**config.mk**
```make
export PLATFORM = sky130hd
export DESIGN_NAME = sph_host
export DESIGN_NICKNAME = d
export VERILOG_FILES = /design/src/inc/sph_pkg.sv /design/src/inc/sph_pins_if.sv /design/src/verilog/sph_host.sv /design/src/verilog/sph_pin_drv.sv
export SDC_FILE = /design/constraint.sdc
export NUM_CORES = 1
export LEC_CHECK = 0
export BUFFER_PORTS_ARGS = -buffer_cell sky130_fd_sc_hd__buf_2
export CORE_MARGIN = 1
export CORE_UTILIZATION = 25
export CTS_CLUSTER_DIAMETER = 60
export DETAILED_ROUTE_END_ITERATION = 10
export GPL_TIMING_DRIVEN = 1
export PLACE_DENSITY = 0.54
export SYNTH_ARGS = -nofsm -noshare
export SYNTH_HDL_FRONTEND = slang
export SYNTH_SLANG_ARGS = --single-unit
```
**constraint.sdc**
```tcl
create_clock -name mclk_in -period 3.29 [get_ports mclk_in]
set_input_delay 0.4935 -clock mclk_in [delete_from_list [all_inputs] [get_ports mclk_in]]
set_output_delay 0.4935 -clock mclk_in [all_outputs]
set_load 0.01 [all_outputs]
```
**src/inc/sph_pkg.sv**
```systemverilog
// Constants and types for the token-space host controller.
// Assumes one 200 MHz clock and a dual-port memory with a token space outside.
// Operation
// Device holds eight flags apart from memory.
// Write zero requests, write one releases.
// Token select low, then ordinary memory access.
// Three low address bits pick the flag.
// Writes use data bit zero only.
// Zero on free flag: writer zero, other one.
// Only the owner may change the flag.
// Owner writing one frees the flag.
// Non-owner zero waits in its request latch.
// First request latch presenting zero wins.
// Pending request takes over at release.
// New owner stays low until it writes one.
// Read spreads flag over every data bit.
// Read value latched while select and enable active.
// Host drops select between polling reads.
// Host writes zero first, then reads back.
// After failure, poll or withdraw with one.
// Simultaneous requests grant exactly one port.
// Earlier request wins the flag.
// Same-instant tie goes to one port.
// Host writes one to every flag at start.
// Host keeps memory chip select high.
// Same-evaluation requests use fixed tie-break.
// Redundant writes leave ownership unchanged.
package sph_pkg;
  localparam int SPH_DATA_W = 16;
  localparam int SPH_ADDR_W = 16;
  localparam int SPH_IDX_W = 3;
  localparam int SPH_NUM_FLAGS = 8;
  localparam int SPH_CLK_MHZ = 200;
  // Bus phase time in ns and derived cycle count
  localparam int SPH_SETUP_NS = 20;
  localparam int SPH_SETUP_CYC = (SPH_SETUP_NS * SPH_CLK_MHZ + 999) / 1000;
  localparam int SPH_CNT_W = 8;
  localparam logic [1:0] SPH_OP_WRITE = 2'h0;
  localparam logic [1:0] SPH_OP_READ = 2'h1;
  localparam logic [1:0] SPH_OP_ACQUIRE = 2'h2;
  localparam logic [1:0] SPH_OP_INIT = 2'h3;
  typedef enum logic [5:0] {
    SPH_IDLE = 6'h01,
    SPH_WR = 6'h02,
    SPH_GAP = 6'h04,
    SPH_RD = 6'h08,
    SPH_DONE = 6'h10,
    SPH_NEXT = 6'h20
  } sph_state_t;
endpackage

```
**src/inc/sph_pins_if.sv**
```systemverilog
// Pin group of one memory port, passed from the sequencer to the pin driver.
// Assumes both ends run on the same clock.
`timescale 1ns/1ps
`default_nettype none
interface sph_pins_if;
  logic sel;
  logic wr;
  logic rd;
  logic [sph_pkg::SPH_IDX_W-1:0] idx;
  logic dbit;
  modport seq (output sel, output wr, output rd, output idx, output dbit);
  modport drv (input sel, input wr, input rd, input idx, input dbit);
endinterface
`default_nettype wire

```
**src/verilog/sph_host.sv**
```systemverilog
// Host sequencer for the token space of a dual-port memory.
// Assumes the memory answers reads within SPH_SETUP_NS; one host per port.
`timescale 1ns/1ps
`default_nettype none
module sph_host
  import sph_pkg::*;
#(
  parameter int PHASE_CYC = sph_pkg::SPH_SETUP_CYC
) (
  input wire logic mclk_in,
  input wire logic reset_in,
  input wire logic cmd_valid_in,
  input wire logic [1:0] cmd_op_in,
  input wire logic [SPH_IDX_W-1:0] cmd_idx_in,
  input wire logic cmd_bit_in,
  input wire logic [SPH_DATA_W-1:0] data_in,
  output logic cmd_ready_out,
  output logic done_out,
  output logic granted_out,
  output logic rd_flag_out,
  output logic token_space_select_n_out,
  output logic chip_select_n_out,
  output logic write_n_out,
  output logic read_enable_n_out,
  output logic [SPH_ADDR_W-1:0] addr_out,
  output logic [SPH_DATA_W-1:0] data_out,
  output logic data_oe_n_out
);
  sph_pins_if pins();
  sph_state_t state;
  sph_state_t next_state;
  logic [1:0] op;
  logic [SPH_IDX_W-1:0] idx;
  logic dbit;
  logic [SPH_CNT_W-1:0] cnt;
  logic [SPH_DATA_W-1:0] s1, s2, s3;
  logic rd_val;

  // Op decode shared by the captured and the incoming command
  function automatic logic sph_is_init(input logic [1:0] o);
    return (o == SPH_OP_INIT);
  endfunction
  function automatic logic sph_is_acquire(input logic [1:0] o);
    return (o == SPH_OP_ACQUIRE);
  endfunction

  wire phase_end = (cnt == SPH_CNT_W'(PHASE_CYC - 1));
  // A read may outlast its count while the data pins settle
  wire phase_over = (cnt >= SPH_CNT_W'(PHASE_CYC - 1));
  // A read that never settles gives up instead of hanging the port
  wire rd_timeout = (cnt == {SPH_CNT_W{1'b1}});
  // Per bit: later stages agree, and every bit shows the same flag
  wire [SPH_DATA_W-1:0] bit_agree;
  wire [SPH_DATA_W-1:0] bit_same;
  genvar g;
  generate
    for (g = 0; g < SPH_DATA_W; g = g + 1) begin : g_bits
      assign bit_agree[g] = (s2[g] == s3[g]);
      assign bit_same[g] = (s3[g] == s3[0]);
    end
  endgenerate
  // Agreeing second and third stages mean a settled bus
  wire data_stable = &bit_agree;
  wire rd_zero = (s3 == '0);
  wire rd_settled = phase_over && data_stable && (&bit_same);
  wire rd_finish = rd_settled || rd_timeout;
  wire last_flag = (idx == SPH_IDX_W'(SPH_NUM_FLAGS - 1));
  wire has_read = (op == SPH_OP_READ) || (op == SPH_OP_ACQUIRE);
  wire has_write = (op != SPH_OP_READ);

  // Sequence per command:
  // write: select and strobe for one phase, then a select-free gap
  // read: strobe held until the sampled pins agree
  // acquire: write zero, gap, then read back, never the other way round
  // init: write one to every flag in turn from flag zero
  // Trade-off: a fixed phase count is simple but slow for fast parts
  always_comb begin
    next_state = state;
    case (state)
      SPH_IDLE: begin
        if (cmd_valid_in) begin
          next_state = (cmd_op_in == SPH_OP_READ) ? SPH_RD : SPH_WR;
        end
      end
      SPH_WR: begin
        if (phase_end) begin
          next_state = SPH_GAP;
        end
      end
      SPH_GAP: begin
        // Gap drops select so the next read latches afresh
        if (phase_end) begin
          if (sph_is_init(op)) begin
            next_state = SPH_NEXT;
          end else if (has_read) begin
            next_state = SPH_RD;
          end else begin
            next_state = SPH_DONE;
          end
        end
      end
      SPH_RD: begin
        if (rd_finish) begin
          next_state = SPH_DONE;
        end
      end
      SPH_NEXT: begin
        next_state = last_flag ? SPH_DONE : SPH_WR;
      end
      SPH_DONE: next_state = SPH_IDLE;
      default: next_state = SPH_IDLE;
    endcase
  end

  // Pin levels for the driver
  assign pins.sel = (state == SPH_WR) || (state == SPH_RD);
  assign pins.wr = (state == SPH_WR) && has_write;
  assign pins.rd = (state == SPH_RD);
  assign pins.idx = idx;
  assign pins.dbit = sph_is_init(op) ? 1'b1 : dbit;

  sph_pin_drv u_drv (
    .mclk_in(mclk_in),
    .reset_in(reset_in),
    .pins(pins),
    .token_space_select_n_out(token_space_select_n_out),
    .chip_select_n_out(chip_select_n_out),
    .write_n_out(write_n_out),
    .read_enable_n_out(read_enable_n_out),
    .addr_out(addr_out),
    .data_out(data_out),
    .data_oe_n_out(data_oe_n_out)
  );

  // Three-stage sampling of the data pins
  always_ff @(posedge mclk_in or posedge reset_in) begin
    if (reset_in) begin
      s1 <= '1;
      s2 <= '1;
      s3 <= '1;
    end else begin
      s1 <= data_in;
      s2 <= s1;
      s3 <= s2;
    end
  end

  // Command capture; init always starts at flag zero
  wire accept = (state == SPH_IDLE) && cmd_valid_in;
  wire step_flag = (state == SPH_NEXT) && !last_flag;
  wire [SPH_IDX_W-1:0] cmd_idx = sph_is_init(cmd_op_in) ? '0 : cmd_idx_in;
  wire [SPH_IDX_W-1:0] next_idx = accept ? cmd_idx : (step_flag ? idx + 1'b1 : idx);
  wire [1:0] next_op = accept ? cmd_op_in : op;
  // An acquire always requests with a zero
  wire next_dbit = accept ? (sph_is_acquire(cmd_op_in) ? 1'b0 : cmd_bit_in) : dbit;
  wire [SPH_CNT_W-1:0] next_cnt = (next_state != state) ? '0 : cnt + 1'b1;

  // State and phase counter
  always_ff @(posedge mclk_in or posedge reset_in) begin
    if (reset_in) begin
      state <= SPH_IDLE;
      cnt <= '0;
    end else begin
      state <= next_state;
      cnt <= next_cnt;
    end
  end

  // Command fields hold still for the whole command, except idx stepping through the flags of an init
  always_ff @(posedge mclk_in or posedge reset_in) begin
    if (reset_in) begin
      op <= SPH_OP_READ;
      idx <= '0;
      dbit <= 1'b1;
    end else begin
      op <= next_op;
      idx <= next_idx;
      dbit <= next_dbit;
    end
  end

  // Read result; a read that never settles counts as not ours, the safe answer
  wire rd_capture = (state == SPH_RD) && rd_finish;
  wire next_rd_val = rd_capture ? (rd_settled ? ~rd_zero : 1'b1) : rd_val;
  wire at_done = (state == SPH_DONE);
  wire next_rd_flag = at_done ? (has_read ? rd_val : 1'b1) : rd_flag_out;
  // A failed acquire stays pending; the user polls or writes one to withdraw
  wire next_granted = at_done ? (sph_is_acquire(op) && !rd_val) : granted_out;

  // Ready is high exactly while the sequencer idles
  always_ff @(posedge mclk_in or posedge reset_in) begin
    if (reset_in) begin
      cmd_ready_out <= 1'b0;
    end else begin
      cmd_ready_out <= (next_state == SPH_IDLE);
    end
  end

  // Done pulses for the one cycle after the SPH_DONE state
  always_ff @(posedge mclk_in or posedge reset_in) begin
    if (reset_in) begin
      done_out <= 1'b0;
    end else begin
      done_out <= at_done;
    end
  end

  // Latched read value, taken as the read phase ends
  always_ff @(posedge mclk_in or posedge reset_in) begin
    if (reset_in) begin
      rd_val <= 1'b1;
    end else begin
      rd_val <= next_rd_val;
    end
  end

  // Results stand until the next command finishes
  always_ff @(posedge mclk_in or posedge reset_in) begin
    if (reset_in) begin
      rd_flag_out <= 1'b1;
      granted_out <= 1'b0;
    end else begin
      rd_flag_out <= next_rd_flag;
      granted_out <= next_granted;
    end
  end
endmodule
`default_nettype wire

```
**src/verilog/sph_pin_drv.sv**
```systemverilog
// Registered pin driver: turns sequencer levels into active-low pin outputs.
// Assumes the sequencer changes levels at most once per cycle.
`timescale 1ns/1ps
`default_nettype none
module sph_pin_drv
  import sph_pkg::*;
(
  input wire logic mclk_in,
  input wire logic reset_in,
  sph_pins_if.drv pins,
  output logic token_space_select_n_out,
  output logic chip_select_n_out,
  output logic write_n_out,
  output logic read_enable_n_out,
  output logic [SPH_ADDR_W-1:0] addr_out,
  output logic [SPH_DATA_W-1:0] data_out,
  output logic data_oe_n_out
);
  wire [SPH_ADDR_W-1:0] next_addr;
  // Higher address bits are don't care; driven zero for a quiet bus
  assign next_addr = {{(SPH_ADDR_W-SPH_IDX_W){1'b0}}, pins.idx};
  // Every pin straight from a flop; bus idle at reset
  always_ff @(posedge mclk_in or posedge reset_in) begin
    if (reset_in) begin
      token_space_select_n_out <= 1'b1;
      chip_select_n_out <= 1'b1;
      write_n_out <= 1'b1;
      read_enable_n_out <= 1'b1;
      addr_out <= '0;
      data_out <= '0;
      data_oe_n_out <= 1'b1;
    end else begin
      token_space_select_n_out <= ~pins.sel;
      chip_select_n_out <= 1'b1;
      write_n_out <= ~pins.wr;
      read_enable_n_out <= ~pins.rd;
      addr_out <= next_addr;
      data_out <= {{(SPH_DATA_W-1){1'b0}}, pins.dbit};
      data_oe_n_out <= ~pins.wr; // Low while we drive
    end
  end
endmodule
`default_nettype wire
```
==> metrics.md, run 1 <==
| Metric | Value |
|---|---|
| Finished Cell Area | `0.00390 sq mm` |
| Area growth syn-to-layout | `18.7%` |
| Combinational Power Share | `0.156` |
| Clock Sink Count | `80` |
| Post-DP HPWL | `3.76 mm` |
| Synth top area share | `0.448` |
| Cell Area, Synth | `0.00329 sq mm` |
| Initial Util | `0.258` |
| Root buffer cell | `clkbuf_16` |
| Slew @ Worst Pin | `0.693 ns` |
| Synth Flop Type | `dfstp_2` |
| Net Switching | `0.732 mW` |
| Antenna viol nets, final | `0` |
| Synthesis-stage register bit count | `80` |
| Worst min-delay path class | `in2reg` |
| Num CTS Buffers | `9` |
| Clock share of power | `0.389` |
| Core area | `0.0127 sq mm` |
| Mean Syn Cell Area | `12.4 sq um` |
| LEAKAGE | `1.70 nW` |
| Routed vias | `1909` |
| Cell-internal power | `2.02 mW` |
| TritonCTS clock tree | `done` |
| Finished Layout Cells | `485` |
| IO Pins | `66` |
| CP bufs+invs | `0` |
| Count of input and output buffers | `36` |
| Crit end category | `register` |
| Final setup viols | `0` |
| Crit Path Class | `reg2reg` |
| Initial antenna violation count | `0` |
| Post-synth top cells | `dfstp_2 (56), buf_4 (30), dfrtp_1 (24)` |
| RD Place Congestion | `0.779` |
| P per Cell Area | `704 mW/mm^2` |
| MaxCap Viol Count | `0` |
| Htree depth | `3` |
| RSZ-0062 raised after global routing | `no` |
| Shortest period the worst path allows | `2.04 ns` |
| Worst slack at placement | `1.26 ns` |
| Fraction of layout instances using a drive strength above 1 | `0.383` |
| Arrival @ worst endpoint | `2.23 ns` |
| Largest net degree at the start of global routing | `50` |
| Yosys top cell by area | `dfstp_2` |
| CTS max path bufs | `2` |
| Final nets | `341` |
| Fill count | `1313` |
| 1st-iter DRT viols | `49` |
| Rel. slew slack | `0.537` |
| Hold Vio Cnt, Final | `0` |
| Critical Path RT | `3.48 ns` |
| Startpoint types | `register` |
| Die X-Extent | `117 um` |
| DR DRC count | `0` |
| Die area | `0.0136 sq mm` |
| Worst-path fanout max | `6` |
| FF-to-FF setup slack | `1.25 ns` |
| Vias in the first global route | `1974` |
| Placed instance count | `469` |
| GRT overflow | `0` |
| Setup Skew | `0.00823 ns` |
| Status | `finished, final reports clean` |
| Final Cycle Share | `0.619` |
| Sequential Power Share | `0.455` |
| Cell with the most instances after synthesis | `dfstp_2` |
| Setup Buffers After CTS | `0` |
| First-pass iteration count of the detailed router | `4` |
| Post-cts resize count | `0` |
| Reg clk slew, reported paths | `0.06 ns` |
| Overall routed net length | `5.33 mm` |
| Die height | `117 um` |
| CP top delay family | `simple AND/OR/NAND/NOR gates` |
| Slowest cell on crit path | `nor4_1` |
| Seq/Total Area, Yosys | `0.630` |
| Yosys warns | `0` |
| Slew Viols, Final | `0` |
| Syn Inst Count | `265` |
| Setup tns final | `0 ns` |
| Global-route wire length before repair | `9.25 mm` |
| Final design utilization | `0.307` |
| Net Sw Frac | `0.266` |
| Number of enable flip-flop cells after synthesis | `0` |
| # hold bufs at CTS | `0` |
| FF/Latch Area | `0.00207 sq mm` |
| Dpl cell area | `0.00357 sq mm` |
| Clock Latency Late Sink | `0.33 ns` |
| Async set-reset flop share out of synthesis | `1.00` |
| Core Rows | `41` |
| Drt wl/cell | `11.0 um` |
| Maximum clock frequency | `491 MHz` |
| Worst setup margin | `1.25 ns` |
| Area contributors post-synth | `dfstp_2 (45%), dfrtp_1 (18%), buf_4 (6.9%)` |
| GRT Overall Usage | `0.0902` |
| ANT cells | `0` |
| CP max stage delay | `0.47 ns` |
| Cells along the critical path | `nor4_1, nand2_1, o22ai_1, nand4_2, a31oi_1, nor2_1` |
| Max VDD drop | `0.000369 V` |
| Vias/cell | `3.94` |
| Area of the multi-input gates | `0.00104 sq mm` |
| Netlist cell types | `39` |
[cells in the final DEF (no fill, tap or decap), types with 3 or more instances in the layout]
cell type | synthesis | final
dfstp_2 | 56 | 56
buf_2 | 1 | 36
conb_1 | 2 | 29
dfrtp_1 | 24 | 24
nor2_1 | 20 | 20
xor2_1 | 17 | 17
nand2_1 | 12 | 12
nand3_1 | 11 | 11
inv_1 | 11 | 10
a21oi_1 | 10 | 10
clkbuf_16 | 0 | 10
o21ai_0 | 9 | 9
xnor2_1 | 8 | 8
ha_1 | 8 | 8
nand4_1 | 7 | 7
nor4_1 | 5 | 5
nor3_1 | 4 | 4
or2_2 | 3 | 3
nand4b_1 | 3 | 3
[metrics by stage]
stage	total power, mW	hold slack (ns)
finish	2.75	0.254
global route	2.92	0.238
CTS	2.79	0.241
detailed placement	1.70	0.347
global placement	1.69	0.346
floorplan	1.58	0.345
[state kept, by name, indices dropped and copies added (netlist names), 2 cells and up]
name,count
state,6
s3,16
idx,3
op,2
s2,16
u_drv.addr_out,3
s1,16
cnt,8
[power by group through the flow]
stage	logic [mW]	registers, mW	clock network, mW
after floorplan	0.315	1.26	0
after global placement	0.427	1.26	0
after detailed placement	0.440	1.27	0
after CTS	0.438	1.25	1.10
after global routing	0.507	1.27	1.14
final	0.429	1.25	1.07
[cells by family (layout without fill, tap and decap cells)]
family | Yosys count | count (layout) | synth area share
flops | 80 | 80 | 0.630
other cells | 2 | 29 | 0.00228
fa+ha+maj | 8 | 8 | 0.0305
simple gates | 75 | 75 | 0.124
buf+inv | 43 | 64 | 0.0837
xor+xnor | 25 | 25 | 0.0666
mux | 3 | 3 | 0.00952
compound gates | 29 | 29 | 0.0529
[metal layers]
metal	track usage	share of wire	wire, um	up-vias
met1	0.107	0.46	2460	913
li1	-	-	-	922
met4	0.0430	0.016	84	0
met3	0.0337	0.059	314	7
met2	0.144	0.46	2460	67
met5	0	0	0	-
[layout make-up]
cell class | instances | share of cell area
Sequential cell | 80 | 0.531
Inverter | 11 | 0.0106
Tap cell | 172 | 0.0552
Clock buffer | 12 | 0.0712
Timing Repair Buffer | 37 | 0.0513
Clock inverter | 4 | 0.0138
Multi-Input combinational cell | 169 | 0.267
[path summary, 6_finish.rpt]
kind / from / endpoint / depth (start not counted)
max reg2reg: s3[3] / cnt[7] / 6
max in group asynchronous: reset_in / s3[9] / 3
min reg2reg: s1[5] / s2[5] / 0
min in group asynchronous: reset_in / done_out / 2
min: data_in[0] / s1[0] / 1
max: s3[3] / cnt[7] / 6
Note: power is estimated with default switching activity, not from simulation.
==> run 2: changes to the inputs <==
--- a/config.mk
+++ b/config.mk
@@ -11,7 +11,7 @@
 export CTS_CLUSTER_DIAMETER = 60
 export DETAILED_ROUTE_END_ITERATION = 10
 export GPL_TIMING_DRIVEN = 1
-export PLACE_DENSITY = 0.54
+export PLACE_DENSITY = 0.55
 export SYNTH_ARGS = -nofsm -noshare
 export SYNTH_HDL_FRONTEND = slang
 export SYNTH_SLANG_ARGS = --single-unit
==> constraint.sdc (replaced) <==
create_clock -name mclk_in -period 1.63 [get_ports mclk_in]
set_input_delay 0.2445 -clock mclk_in [delete_from_list [all_inputs] [get_ports mclk_in]]
set_output_delay 0.2445 -clock mclk_in [all_outputs]
set_load 0.01 [all_outputs]
==> metrics.md, run 2 (same netlist as run 1, synthesis figures left out) <==
| Metric | Value |
|---|---|
| Status | `finished, violations left` |
| Failing checks | `negative setup slack` |
| Hold Path Depth | `2` |
| Shortest period the worst path allows | `1.84 ns` |
| Routed vias | `2081` |
| Worst setup margin | `-0.209 ns` |
| Drt wl/cell | `10.6 um` |
| Path depth of the worst reg2reg path | `6` |
| MaxCap Viol Count | `0` |
| Core Rows | `41` |
| RR Endpoint | `rd_val` |
| FF-to-FF setup slack | `-0.21 ns` |
| Final setup viols | `11` |
| Die height | `117 um` |
| Worst Hold End | `state[0]` |
| Most frequent cells in the layout | `dfstp_2 (56), buf_2 (36), conb_1 (29)` |
| Finished Layout Cells | `528` |
| Crit Path Class | `reg2reg` |
| Worst-path fanout max | `4` |
| Reg clk slew, reported paths | `0.06 ns` |
| RSZ-0062 raised after global routing | `yes` |
| ANT cells | `0` |
| Startpoint types | `register` |
| Root buffer cell | `clkbuf_16` |
| Power, Total | `5.94 mW` |
| RD Place Congestion | `0.822` |
| Initial Util | `0.258` |
| Fraction of layout instances using a drive strength above 1 | `0.427` |
| Max VDD drop | `0.000948 V` |
| Crit path from | `s3[6]` |
| 1st-iter DRT viols | `45` |
| Biggest regs | `s1: 16 flops, s2: 16 flops, s3: 16 flops` |
| Clock Sink Count | `80` |
| Clock Latency Late Sink | `0.34 ns` |
| P per Cell Area | `1360 mW/mm^2` |
| Hold Vio Cnt, Final | `0` |
| Vias/cell | `3.94` |
| Final nets | `384` |
| Setup Skew | `0.00498 ns` |
| Setup Buffers After CTS | `0` |
| Commonest non-fill, non-tap cell in the layout | `dfstp_2` |
| TritonCTS clock tree | `done` |
| DR DRC count | `0` |
| Maximum clock frequency | `544 MHz` |
| Global-route wire length before repair | `9.79 mm` |
| Count of input and output buffers | `36` |
| Crit end category | `register` |
| Initial antenna violation count | `0` |
| GRT overflow | `0` |
| Largest net degree at the start of global routing | `45` |
| CTS max path bufs | `2` |
| Placed instance count | `495` |
| Die X-Extent | `117 um` |
| Core area | `0.0127 sq mm` |
| Post-DP HPWL | `3.94 mm` |
| Critical Path RT | `1.90 ns` |
| Slew Viols, Final | `0` |
| Die area | `0.0136 sq mm` |
| IO Pins | `66` |
| Area growth syn-to-layout | `32.7%` |
| Hold Startpoint | `cmd_valid_in` |
| Num CTS Buffers | `9` |
| GRT Overall Usage | `0.0958` |
| LEAKAGE | `1.92 nW` |
| Worst min-delay path class | `in2reg` |
| Vias in the first global route | `2132` |
| Final Cycle Share | `1.13` |
| Setup tns final | `-1.43 ns` |
| Arrival @ worst endpoint | `2.10 ns` |
| First-pass iteration count of the detailed router | `4` |
| Antenna viol nets, final | `0` |
| Overall routed net length | `5.60 mm` |
| R2r startpoint | `s3[6]` |
| Htree depth | `3` |
run 2: how the worst max path moves through the flow:
stage	slack, ns	depth (start not counted)	end
2_1_floorplan	-0.11	6	rd_val
3_3_place_gp	-0.21	7	cnt[4]
3_5_place_dp	-0.23	6	rd_val
4_1_cts	-0.23	6	rd_val
5_1_grt	-0.32	6	rd_val
6_report	-0.21	6	rd_val
run 2: worst max-delay path, stage by stage, from the launching register on:
cell and delay [ns]:
dfstp_2 0.55, xor2_1 0.08, nor4_2 0.26, o2111a_1 0.27, nand4_4 0.15, or3_1 0.33
a21boi_1 0.13
run 2: area by class of cell:
type | instances | area, sq um
Fill cell | 1276 | 8360
Sequential cell | 80 | 2070
Multi-Input combinational cell | 169 | 1100
Timing Repair Buffer | 80 | 578
Clock buffer | 9 | 225
Tap cell | 172 | 215
Clock inverter | 7 | 125
Inverter | 11 | 45.0
run 2: power breakdown:
part / switching, mW / internal, mW
sequential: 0.172 / 2.34
clock: 0.816 / 1.51
combinational: 0.573 / 0.523
total: 1.56 / 4.38
run 2: timing repair:
item,CTS,global route
cloned,0,0
resized for setup,2,5
hold buffers,17,0
setup endpoints to repair,11,19
endpoints found under the hold margin,27,0
pin swaps,1,4
run 2: metal layers:
layer / GRT usage / part of all wire / up-vias
met5: 0 / 0 / -
met4: 0.0515 / 0.021 / 0
met3: 0.0358 / 0.053 / 11
met2: 0.157 / 0.49 / 58
met1: 0.109 / 0.44 / 1005
li1: - / - / 1007
run 2: metrics by stage:
stage / hold slack [ns] / instance area [sq um] / utilization / setup slack [ns]
after detailed placement: 0.269 / 3800 / 0.299 / -0.234
after global routing: 0.149 / 4360 / 0.343 / -0.322
final: 0.120 / 4360 / 0.343 / -0.209
after CTS: 0.100 / 4330 / 0.341 / -0.227
after global placement: 0.259 / 3800 / 0.299 / -0.214
after floorplan: 0.249 / 3410 / - / -0.115
